$ cat config.mk
export PLATFORM = sky130hd
export DESIGN_NAME = wdt_top
export DESIGN_NICKNAME = d
export VERILOG_FILES = /design/src/wdt_pkg.sv /design/src/wdt_top.sv /design/src/edge_sync.sv /design/src/tick_gen.sv
export SDC_FILE = /design/constraint.sdc
export NUM_CORES = 1
export LEC_CHECK = 0
export ABC_AREA = 1
export BUFFER_PORTS_ARGS = -buffer_cell sky130_fd_sc_hd__buf_2
export CORE_UTILIZATION = 35
export DETAILED_ROUTE_END_ITERATION = 8
export HOLD_SLACK_MARGIN = 0.08
export SLEW_MARGIN = 20
export SYNTH_ARGS = -nofsm -noshare
export SYNTH_HDL_FRONTEND = slang
export SYNTH_SLANG_ARGS = --single-unit
$ cat constraint.sdc
create_clock -name clk -period 4.05 [get_ports clk]
set_input_delay 0.405 -clock clk [delete_from_list [all_inputs] [get_ports clk]]
set_output_delay 0.405 -clock clk [all_outputs]
set_load 0.02 [all_outputs]
$ cat src/wdt_pkg.sv
// Package with register map, field layout and timing constants of the watchdog block
package wdt_pkg;
    // Register offsets (byte addresses as printed)
    localparam logic [14:0] OFF_STATUS_FLAGS   = 15'h7ff0;
    localparam logic [14:0] OFF_WATCHDOG_CTRL  = 15'h7ff7;
    localparam logic [14:0] OFF_ALARM_CTRL     = 15'h7ff6;
    localparam logic [14:0] OFF_CLOCK_CTRL     = 15'h7ff8;
    localparam logic [14:0] OFF_SECONDS        = 15'h7ff9;
    localparam logic [14:0] OFF_FTEST_CTRL     = 15'h7ffc;
    localparam int          ADDR_W             = 15;
    localparam int          DATA_W             = 8;
    // Field positions
    localparam int          WD_STEER_BIT       = 7;
    localparam int          WD_MULT_LSB        = 2;
    localparam int          WD_MULT_W          = 5;
    localparam int          WD_RES_LSB         = 0;
    localparam int          FLAG_WDT_BIT       = 7;
    localparam int          FLAG_ALARM_BIT     = 6;
    localparam int          FLAG_BATT_BIT      = 4;
    localparam int          AFE_BIT            = 7;
    localparam int          ABE_BIT            = 5;
    localparam int          CLK_WRITE_BIT      = 7;
    localparam int          CLK_READ_BIT       = 6;
    localparam int          STOP_BIT           = 7;
    localparam int          FT_BIT             = 6;
    // Reset values
    localparam logic [7:0]  WD_CTRL_RST        = 8'h00;
    localparam logic [7:0]  BYTE_ZERO          = 8'h00;
    // Timing: clock and oscillator rates
    localparam int          CLK_HZ             = 25_000_000;
    localparam int          OSC_HZ             = 32_768;
    localparam int          OSC_PER_TICK       = 2048;           // One sixteenth second
    // Reset pulse width, chosen inside the window of 40 ms to 200 ms
    localparam int          RST_PULSE_MS       = 100;
    localparam int          RST_PULSE_CYC      = CLK_HZ / 1000 * RST_PULSE_MS;
    // Test square wave half period in oscillator cycles (512 Hz)
    localparam int          FT_HZ              = 512;
    localparam int          FT_HALF_OSC        = OSC_HZ / (2 * FT_HZ);
endpackage : wdt_pkg

$ cat src/wdt_top.sv
// Watchdog timer with flags, power defaults and battery-low flag
// Behaviour
// - Five-bit multiplier above two resolution bits
// - Resolution codes: 1/16, 1/4, 1, 4 s
// - Timeout accurate within one resolution interval
// - Timeout sets flag, then interrupt or reset
// - Reading flags register clears timeout flag
// - Steer zero: interrupt output driven low
// - Steer one: single reset pulse, 40-200 ms
// - Reset-steered timeout clears watchdog and test enable
// - Register write or kick edge restarts period
// - All-zero watchdog register disables the timer
// - Interrupt held until zero written to watchdog or power-down
// - Power-down disables and clears watchdog register
// - Interrupt-steered watchdog or alarm enable beats test wave
// - Power-up clears listed control bits
// - Later power-up zeroes only listed bits
// - Power-down keeps alarm enables and stop bit, clears others
// - Power-up check sets battery-low below threshold
// - Battery-low holds until a good check
// - Battery checked only with main supply present
// - Test wave 512 Hz under five conditions
`timescale 1ns/1ps
module wdt_top #(
    parameter int RST_CYC  = wdt_pkg::RST_PULSE_CYC, // Reset pulse length in cycles
    parameter int CLK_RATE = wdt_pkg::CLK_HZ         // System clock rate in Hz
) (
    input  wire logic                      clk,          // 25 MHz clock
    input  wire logic                      arst_n,       // Async reset, active low
    input  wire logic [wdt_pkg::ADDR_W-1:0] addr,        // Register address
    input  wire logic [wdt_pkg::DATA_W-1:0] wdata,       // Write data
    input  wire logic                      wr,           // Write strobe
    input  wire logic                      rd,           // Read strobe
    output logic      [wdt_pkg::DATA_W-1:0] rdata,       // Read data, cycle after rd
    input  wire logic                      watchdog_kick_input, // Kick pin, async
    input  wire logic                      vcc_ok,       // Main supply nominal, async
    input  wire logic                      batt_low_cmp, // Battery below threshold, async
    input  wire logic                      alarm_event,  // Alarm match pulse, same clock
    output logic                           interrupt_freq_test_out_o,     // Interrupt/test pin output value
    output logic                           interrupt_freq_test_out_oe_n,  // Interrupt/test pin enable, low drives
    output logic                           rst_pin_o,    // Reset pin output value
    output logic                           rst_pin_oe_n  // Reset pin enable, low drives
);
    import wdt_pkg::*;

    // Control and status registers
    logic [7:0]  wd_q;          // Watchdog control register
    logic        wdf_q;         // Watchdog timeout flag
    logic        af_q;          // Alarm flag
    logic        bl_q;          // Battery low flag
    logic        afe_q;         // Alarm flag enable
    logic        abe_q;         // Alarm backup enable
    logic        cw_q;          // Clock write hold
    logic        cr_q;          // Clock read hold
    logic        stop_q;        // Oscillator stop
    logic        ft_q;          // Frequency test enable
    logic        wd_irq_q;      // Latched watchdog interrupt
    logic [7:0]  rdata_q;       // Read data register
    logic [31:0] rst_cnt_q;     // Reset pulse counter
    logic [6:0]  ticks_q;       // 1/16 s ticks within a unit
    logic [5:0]  units_q;       // Units elapsed
    logic        vcc_q;         // Previous supply level
    logic        irq_q;         // Pin drive low request
    logic        rstp_q;        // Reset pin drive low request

    // Synchronised pins and oscillator ticks
    logic kick_lvl;             // Filtered kick level
    logic kick_edge;            // Kick change pulse
    logic vcc_lvl;              // Filtered supply level
    logic bl_lvl;               // Filtered battery comparator
    logic tick16;               // 1/16 s tick
    logic sq512;                // 512 Hz wave

    edge_sync u_kick (
        .clk     (clk),
        .arst_n  (arst_n),
        .din     (watchdog_kick_input),
        .level   (kick_lvl),
        .toggled (kick_edge)
    );
    edge_sync u_vcc (
        .clk     (clk),
        .arst_n  (arst_n),
        .din     (vcc_ok),
        .level   (vcc_lvl),
        .toggled ()
    );
    edge_sync u_bl (
        .clk     (clk),
        .arst_n  (arst_n),
        .din     (batt_low_cmp),
        .level   (bl_lvl),
        .toggled ()
    );
    tick_gen #(
        .CLK_HZ (CLK_RATE),
        .OSC_HZ (OSC_HZ)
    ) u_tick (
        .clk     (clk),
        .arst_n  (arst_n),
        .osc_run (~stop_q),
        .tick16  (tick16),
        .sq512   (sq512)
    );

    // Ticks of 1/16 s per resolution code
    function automatic logic [6:0] res_ticks(input logic [1:0] code);
        case (code)
            2'b00:   res_ticks = 7'd1;   // 1/16 s
            2'b01:   res_ticks = 7'd4;   // 1/4 s
            2'b10:   res_ticks = 7'd16;  // 1 s
            default: res_ticks = 7'd64;  // 4 s
        endcase
    endfunction : res_ticks

    // Field decode
    wire       wd_steer           = wd_q[WD_STEER_BIT];
    wire [4:0] timeout_multiplier = wd_q[WD_MULT_LSB +: WD_MULT_W];
    wire [1:0] timeout_resolution = wd_q[WD_RES_LSB +: 2];
    wire       wd_enabled         = (wd_q != BYTE_ZERO) && (timeout_multiplier != 5'd0);

    // Address decode
    wire sel_flags = (addr == OFF_STATUS_FLAGS);
    wire sel_wd    = (addr == OFF_WATCHDOG_CTRL);
    wire sel_alarm = (addr == OFF_ALARM_CTRL);
    wire sel_clk   = (addr == OFF_CLOCK_CTRL);
    wire sel_sec   = (addr == OFF_SECONDS);
    wire sel_ft    = (addr == OFF_FTEST_CTRL);
    wire wr_wd     = wr && sel_wd;
    wire rd_flags  = rd && sel_flags;

    // Power events
    wire power_up   = vcc_lvl && !vcc_q;   // Main supply returns
    wire power_down = !vcc_lvl && vcc_q;   // Main supply lost

    // Timeout detection: units elapsed reaches multiplier
    wire unit_done  = tick16 && (ticks_q + 7'd1 >= res_ticks(timeout_resolution));
    wire timeout    = wd_enabled && vcc_lvl && unit_done &&
                      ({1'b0, units_q} + 6'd1 >= {1'b0, timeout_multiplier});
    wire restart    = wr_wd || kick_edge;
    wire rst_done   = rstp_q && (rst_cnt_q == 32'(RST_CYC - 1));

    // Pin drive requests
    wire irq_req = wd_irq_q || (af_q && afe_q);
    wire ft_wave = !stop_q && ft_q && !afe_q && (wd_steer || wd_q == BYTE_ZERO)
                   && !irq_req;
    wire irq_d   = irq_req || (ft_wave && !sq512);

    // Read data mux, unmapped reads return zero
    wire [7:0] rd_mux =
        sel_flags ? {wdf_q, af_q, 1'b0, bl_q, 4'h0} :
        sel_wd    ? wd_q :
        sel_alarm ? {afe_q, 1'b0, abe_q, 5'h00} :
        sel_clk   ? {cw_q, cr_q, 6'h00} :
        sel_sec   ? {stop_q, 7'h00} :
        sel_ft    ? {1'b0, ft_q, 6'h00} : BYTE_ZERO;

    // Supply edge tracker
    always_ff @(posedge clk or negedge arst_n) begin
        if (!arst_n) begin
            vcc_q <= 1'b0;
        end else begin
            vcc_q <= vcc_lvl;
        end
    end

    // Timeout counter
    always_ff @(posedge clk or negedge arst_n) begin
        if (!arst_n) begin
            ticks_q <= 7'd0;
            units_q <= 6'd0;
        end else if (restart || timeout || !wd_enabled) begin
            ticks_q <= 7'd0;
            units_q <= 6'd0;
        end else if (unit_done) begin
            ticks_q <= 7'd0;
            units_q <= units_q + 6'd1;
        end else if (tick16) begin
            ticks_q <= ticks_q + 7'd1;
        end
    end

    // Watchdog register and test enable
    always_ff @(posedge clk or negedge arst_n) begin
        if (!arst_n) begin
            wd_q <= WD_CTRL_RST;
            ft_q <= 1'b0;
        end else if (power_down || power_up) begin
            wd_q <= WD_CTRL_RST;
            ft_q <= 1'b0;
        end else if (rst_done) begin
            wd_q <= WD_CTRL_RST;
            ft_q <= 1'b0;
        end else begin
            if (wr_wd) begin
                wd_q <= wdata;
            end
            if (wr && sel_ft) begin
                ft_q <= wdata[FT_BIT];
            end
        end
    end

    // Alarm enables and clock holds
    always_ff @(posedge clk or negedge arst_n) begin
        if (!arst_n) begin
            afe_q  <= 1'b0;
            abe_q  <= 1'b0;
            cw_q   <= 1'b0;
            cr_q   <= 1'b0;
            stop_q <= 1'b0;
        end else if (power_up) begin
            afe_q <= 1'b0;
            abe_q <= 1'b0;
            cw_q  <= 1'b0;
            cr_q  <= 1'b0;
        end else if (power_down) begin
            cw_q <= 1'b0;
            cr_q <= 1'b0;
        end else if (wr) begin
            if (sel_alarm) begin
                afe_q <= wdata[AFE_BIT];
                abe_q <= wdata[ABE_BIT];
            end
            if (sel_clk) begin
                cw_q <= wdata[CLK_WRITE_BIT];
                cr_q <= wdata[CLK_READ_BIT];
            end
            if (sel_sec) begin
                stop_q <= wdata[STOP_BIT];
            end
        end
    end

    // Flags: set wins over read-clear
    always_ff @(posedge clk or negedge arst_n) begin
        if (!arst_n) begin
            wdf_q <= 1'b0;
            af_q  <= 1'b0;
            bl_q  <= 1'b0;
        end else begin
            if (timeout) begin
                wdf_q <= 1'b1;
            end else if (rd_flags) begin
                wdf_q <= 1'b0;
            end
            if (alarm_event) begin
                af_q <= 1'b1;
            end else if (rd_flags) begin
                af_q <= 1'b0;
            end
            if (power_up) begin
                bl_q <= bl_lvl;
            end
        end
    end

    // Interrupt latch, released only by writing zero or by power-down
    always_ff @(posedge clk or negedge arst_n) begin
        if (!arst_n) begin
            wd_irq_q <= 1'b0;
        end else if (timeout && !wd_steer) begin
            wd_irq_q <= 1'b1;
        end else if ((wr_wd && wdata == BYTE_ZERO) || power_down) begin
            wd_irq_q <= 1'b0;
        end
    end

    // Reset pulse generator
    always_ff @(posedge clk or negedge arst_n) begin
        if (!arst_n) begin
            rstp_q    <= 1'b0;
            rst_cnt_q <= 32'h0000_0000;
        end else if (rst_done) begin
            rstp_q    <= 1'b0;
            rst_cnt_q <= 32'h0000_0000;
        end else if (rstp_q) begin
            rst_cnt_q <= rst_cnt_q + 32'h0000_0001;
        end else if (timeout && wd_steer) begin
            rstp_q <= 1'b1;
        end
    end

    // Output registers and read data
    always_ff @(posedge clk or negedge arst_n) begin
        if (!arst_n) begin
            irq_q   <= 1'b0;
            rdata_q <= BYTE_ZERO;
        end else begin
            irq_q   <= irq_d;
            rdata_q <= rd ? rd_mux : BYTE_ZERO;
        end
    end

    assign rdata        = rdata_q;
    assign interrupt_freq_test_out_o     = 1'b0;
    assign interrupt_freq_test_out_oe_n  = ~irq_q;
    assign rst_pin_o    = 1'b0;
    assign rst_pin_oe_n = ~rstp_q;
endmodule : wdt_top

$ cat src/edge_sync.sv
// Three-stage input synchroniser with agreement-based change detect
`timescale 1ns/1ps
module edge_sync (
    input  wire logic clk,     // System clock
    input  wire logic arst_n,  // Async reset, active low
    input  wire logic din,     // Asynchronous pin
    output logic      level,   // Filtered level
    output logic      toggled  // One-cycle pulse on any change
);
    logic s1_q;  // First stage, feeds only s2
    logic s2_q;  // Second stage
    logic s3_q;  // Third stage
    logic lvl_q; // Accepted level
    wire  agree = (s2_q == s3_q); // Second and third agree

    // Shift chain and accepted level
    always_ff @(posedge clk or negedge arst_n) begin
        if (!arst_n) begin
            s1_q  <= 1'b0;
            s2_q  <= 1'b0;
            s3_q  <= 1'b0;
            lvl_q <= 1'b0;
        end else begin
            s1_q  <= din;
            s2_q  <= s1_q;
            s3_q  <= s2_q;
            if (agree) begin
                lvl_q <= s3_q;
            end
        end
    end

    assign level   = lvl_q;
    assign toggled = agree && (s3_q != lvl_q);
endmodule : edge_sync

$ cat src/tick_gen.sv
// Oscillator-derived tick generator: 1/16 s ticks and 512 Hz test wave
`timescale 1ns/1ps
module tick_gen #(
    parameter int CLK_HZ = 25_000_000, // System clock rate
    parameter int OSC_HZ = 32_768      // Oscillator rate
) (
    input  wire logic clk,        // System clock
    input  wire logic arst_n,     // Async reset, active low
    input  wire logic osc_run,    // Oscillator running
    output logic      tick16,     // One-cycle pulse every 1/16 s
    output logic      sq512       // 512 Hz square wave
);
    import wdt_pkg::*;
    logic [31:0] acc_q;   // Fractional accumulator for oscillator edges
    logic [10:0] div_q;   // Oscillator divider chain
    logic        tick_q;  // Registered tick
    wire  [31:0] acc_sum = acc_q + 32'(OSC_HZ);
    wire         osc_edge = osc_run && (acc_sum >= 32'(CLK_HZ));

    // Oscillator edge synthesis and divider chain
    always_ff @(posedge clk or negedge arst_n) begin
        if (!arst_n) begin
            acc_q  <= 32'h0000_0000;
            div_q  <= 11'h000;
            tick_q <= 1'b0;
        end else begin
            acc_q  <= osc_edge ? acc_sum - 32'(CLK_HZ) : (osc_run ? acc_sum : acc_q);
            if (osc_edge) begin
                div_q <= div_q + 11'h001;
            end
            tick_q <= osc_edge && (div_q == 11'(OSC_PER_TICK - 1));
        end
    end

    assign tick16 = tick_q;
    assign sq512  = div_q[$clog2(FT_HALF_OSC)];
endmodule : tick_gen

==> results.toml <==
[status]
outcome = "finished, final reports clean"

[die]
chipHeight_um = 145
die_x_um = 145
initial_core_util = 0.356
io_pins = 43
die_area_um2 = 21200
rows = 52
design.core.area_um2 = 20200

[place]
io_buffers = 40
routabilityCongestion = 0.847
place_hpwl_um = 12100
post_dp_cell_area_um2 = 7680
dp_cells = 1259

[clock_network]
cts_tree = "built"
cts_max_level = 4
post-cts-setup-buffers = 0
clock_path_buffers = 2
clock_sinks = 124
cts_buffers = 17
cts_root_buf = "clkbuf_16"
path_clk_slew_ns = 0.06
clk_latency_ns = 0.42

[synth]
synthTopCellsByArea = "dfrtp_1, nand2_1, inv_1, nand3_1, nor2_1"
netlist_area_um2 = 7210
synth-seq-cells = 124
synth.distinct_cells = 36
seq_area_frac_synth = 0.431
syn-mean-instance-area_um2 = 7.52
synthCells = 958
synth_top_area_cell = "dfrtp_1"
ys_warn_count = 0
yosys.area.top_type_share = 0.431

[power]
peakVddDrop_mv = 0.227
power_density_nw_per_um2 = 349
p_leak_uw = 0.00403
power.total_uw = 2900

[cells_and_area]
antenna-diode-count = 0
areaGrowthSynthToFinish_pct = 15.1
layout.nets = 1062
fin_area_um2 = 8290
drive_gt1_frac = 0.0899
instances_no_fill = 1293

[critical_path]
critical_path_class = "flop to flop"
cp_max_fo = 22
crit_arrival_ns = 3.15
startpoint_type = "flop"
reg2reg_setup_slack_ns = 1.20
crit_path_end_kind = "flop"
worstPathRequired_ns = 4.35

[timing]
period_needed_ns = 2.85
setup_viol = 0
whs_ns = 0.0984
worst_pin_slew_ns = 0.841
fmax_mhz = 350
post-route-period-util = 0.705
slew_viol_final = 0
rsz0062_at_grt = "false"
setup-tns-final_ns = 0
fin_skew_ns = 0.00913
finalHoldViolCount = 0
slew_headroom = 0.439

[hold_path]
min_path_type = "primary input to flop"

[detailed_routing]
vias = 6278
ant_nets = 0
viasPerCell = 4.86
first_iter_violations = 348
drc = 0
wl_um = 16300
wire_per_inst_um = 12.6
drt-pass1-iter-count = 7

[global_route]
grt_start_max_net_pins = 59
grt.overflow.total = 0
grt_usage = 0.165
antenna_found_initial = 0
grt_pass1_wl_um = 28400
grt_pass1_vias = 5968

[flow_run]
cap_violations = 0
==> layer usage <==
layer  vias to the layer above  global-route usage  wire [um]
li1                       3206                   -          -
met1                      2941               0.221       8090
met2                       114               0.263       7470
met3                        17              0.0339        447
met4                         0              0.0584        255
met5                         -                   0          0
==> Yosys cell counts <==
| cell | instances |
|---|---|
| a21oi_1 | 18 |
| a21oi_2 | 1 |
| nand2_1 | 252 |
| or3b_2 | 1 |
| xor2_1 | 33 |
| nor2_4 | 2 |
| dfrtp_1 | 124 |
| buf_2 | 1 |
| nor2_1 | 80 |
| nor3b_1 | 1 |
| nor4_1 | 14 |
| inv_1 | 146 |
| a31oi_1 | 2 |
| o41ai_1 | 1 |
| nand4_1 | 32 |
| nand3b_1 | 7 |
| o211ai_1 | 8 |
| o221a_2 | 2 |
| o22ai_1 | 3 |
| nor3_1 | 28 |
| buf_6 | 2 |
| ha_1 | 21 |
| nand3_1 | 85 |
| nand2_2 | 6 |
| buf_4 | 5 |
| a211oi_1 | 2 |
| maj3_1 | 2 |
| conb_1 | 1 |
| o21bai_1 | 2 |
| o21a_1 | 1 |
| nor2_2 | 5 |
| clkbuf_1 | 4 |
| o31ai_1 | 1 |
| o21ai_0 | 54 |
| buf_8 | 1 |
| xnor2_1 | 10 |
==> cells in the final DEF, fill, tap and decap left out, types with 8 or more instances in the layout <==
master,instances
a21oi_1,18
buf_2,39
clkbuf_16,17
dfrtp_1,124
ha_1,21
inv_1,146
nand2_1,252
nand3_1,85
nand4_1,32
nor2_1,80
nor3_1,28
nor4_1,14
o211ai_1,8
o21ai_0,54
xnor2_1,10
xor2_1,33
==> path summary, 6_finish.rpt <==
kind                                   from                to  depth (start not counted)
hold / removal                 batt_low_cmp         u_bl.s1_q                          1
hold reg to reg                   u_bl.s1_q         u_bl.s2_q                          0
setup reg to reg           u_tick.acc_q[15]  u_tick.acc_q[13]                         14
setup / recovery           u_tick.acc_q[15]  u_tick.acc_q[13]                         14
min in group asynchronous            arst_n  u_tick.acc_q[18]                          2
max in group asynchronous            arst_n      rst_cnt_q[8]                          3
==> cell families after synthesis <==
family          after synthesis  share of synthesized area
simple gates                513                      0.314
buf+inv                     159                     0.0893
flops                       124                      0.431
compound gates               95                     0.0745
xor+xnor                     43                     0.0523
fa+ha+maj                    23                     0.0392
other cells                   1                   0.000520
==> report_power, final <==
part / total, uW / internal [uW] / switching [uW]
Combinational: 104 / 32.0 / 72.2
Sequential: 1270 / 1260 / 11.6
Clock: 1520 / 941 / 580
==> per-stage QoR <==
stage,setup WS [ns],util
after floorplan,1.89,-
after global placement,1.29,0.380
after detailed placement,1.20,0.380
after CTS,1.20,0.409
after global routing,0.803,0.410
final,1.20,0.410
==> layout make-up <==
cell class / count / area (um^2)
clock buffer: 19 / 453
clock inverter: 13 / 140
fill: 2068 / 11900
inverter: 146 / 548
multi-input combinational: 676 / 3460
sequential: 124 / 3100
tap: 270 / 338
timing repair buffer: 45 / 249
==> registers in the layout (all words and copies together), names as in the netlist, 6 cells and up <==
| name | flops |
|---|---|
| rst_cnt_q | 32 |
| u_tick.div_q | 11 |
| u_tick.acc_q | 26 |
| wd_q | 8 |
| ticks_q | 7 |
| units_q | 6 |
| rdata | 8 |
==> worst max-delay path: stages, from the launching register on <==
cell	delay, ns
dfrtp_1	0.47
inv_1	0.12
ha_1	0.36
nor2_1	0.17
nand2_1	0.06
nor2_1	0.13
nand2_1	0.08
nand2_1	0.10
nand2_1	0.08
nand2_1	0.08
nand2_1	0.09
nand2_2	0.31
nand2_2	0.33
o21ai_0	0.26
nand2_1	0.08
==> what timing repair did <==
item | in CTS | in global routing
hold buffers | 1 | 1
endpoints found under the setup margin | 0 | 0
endpoints found under the hold margin | 56 | 1
gates resized for setup | 0 | 0
(Power assumes the default switching activity.)
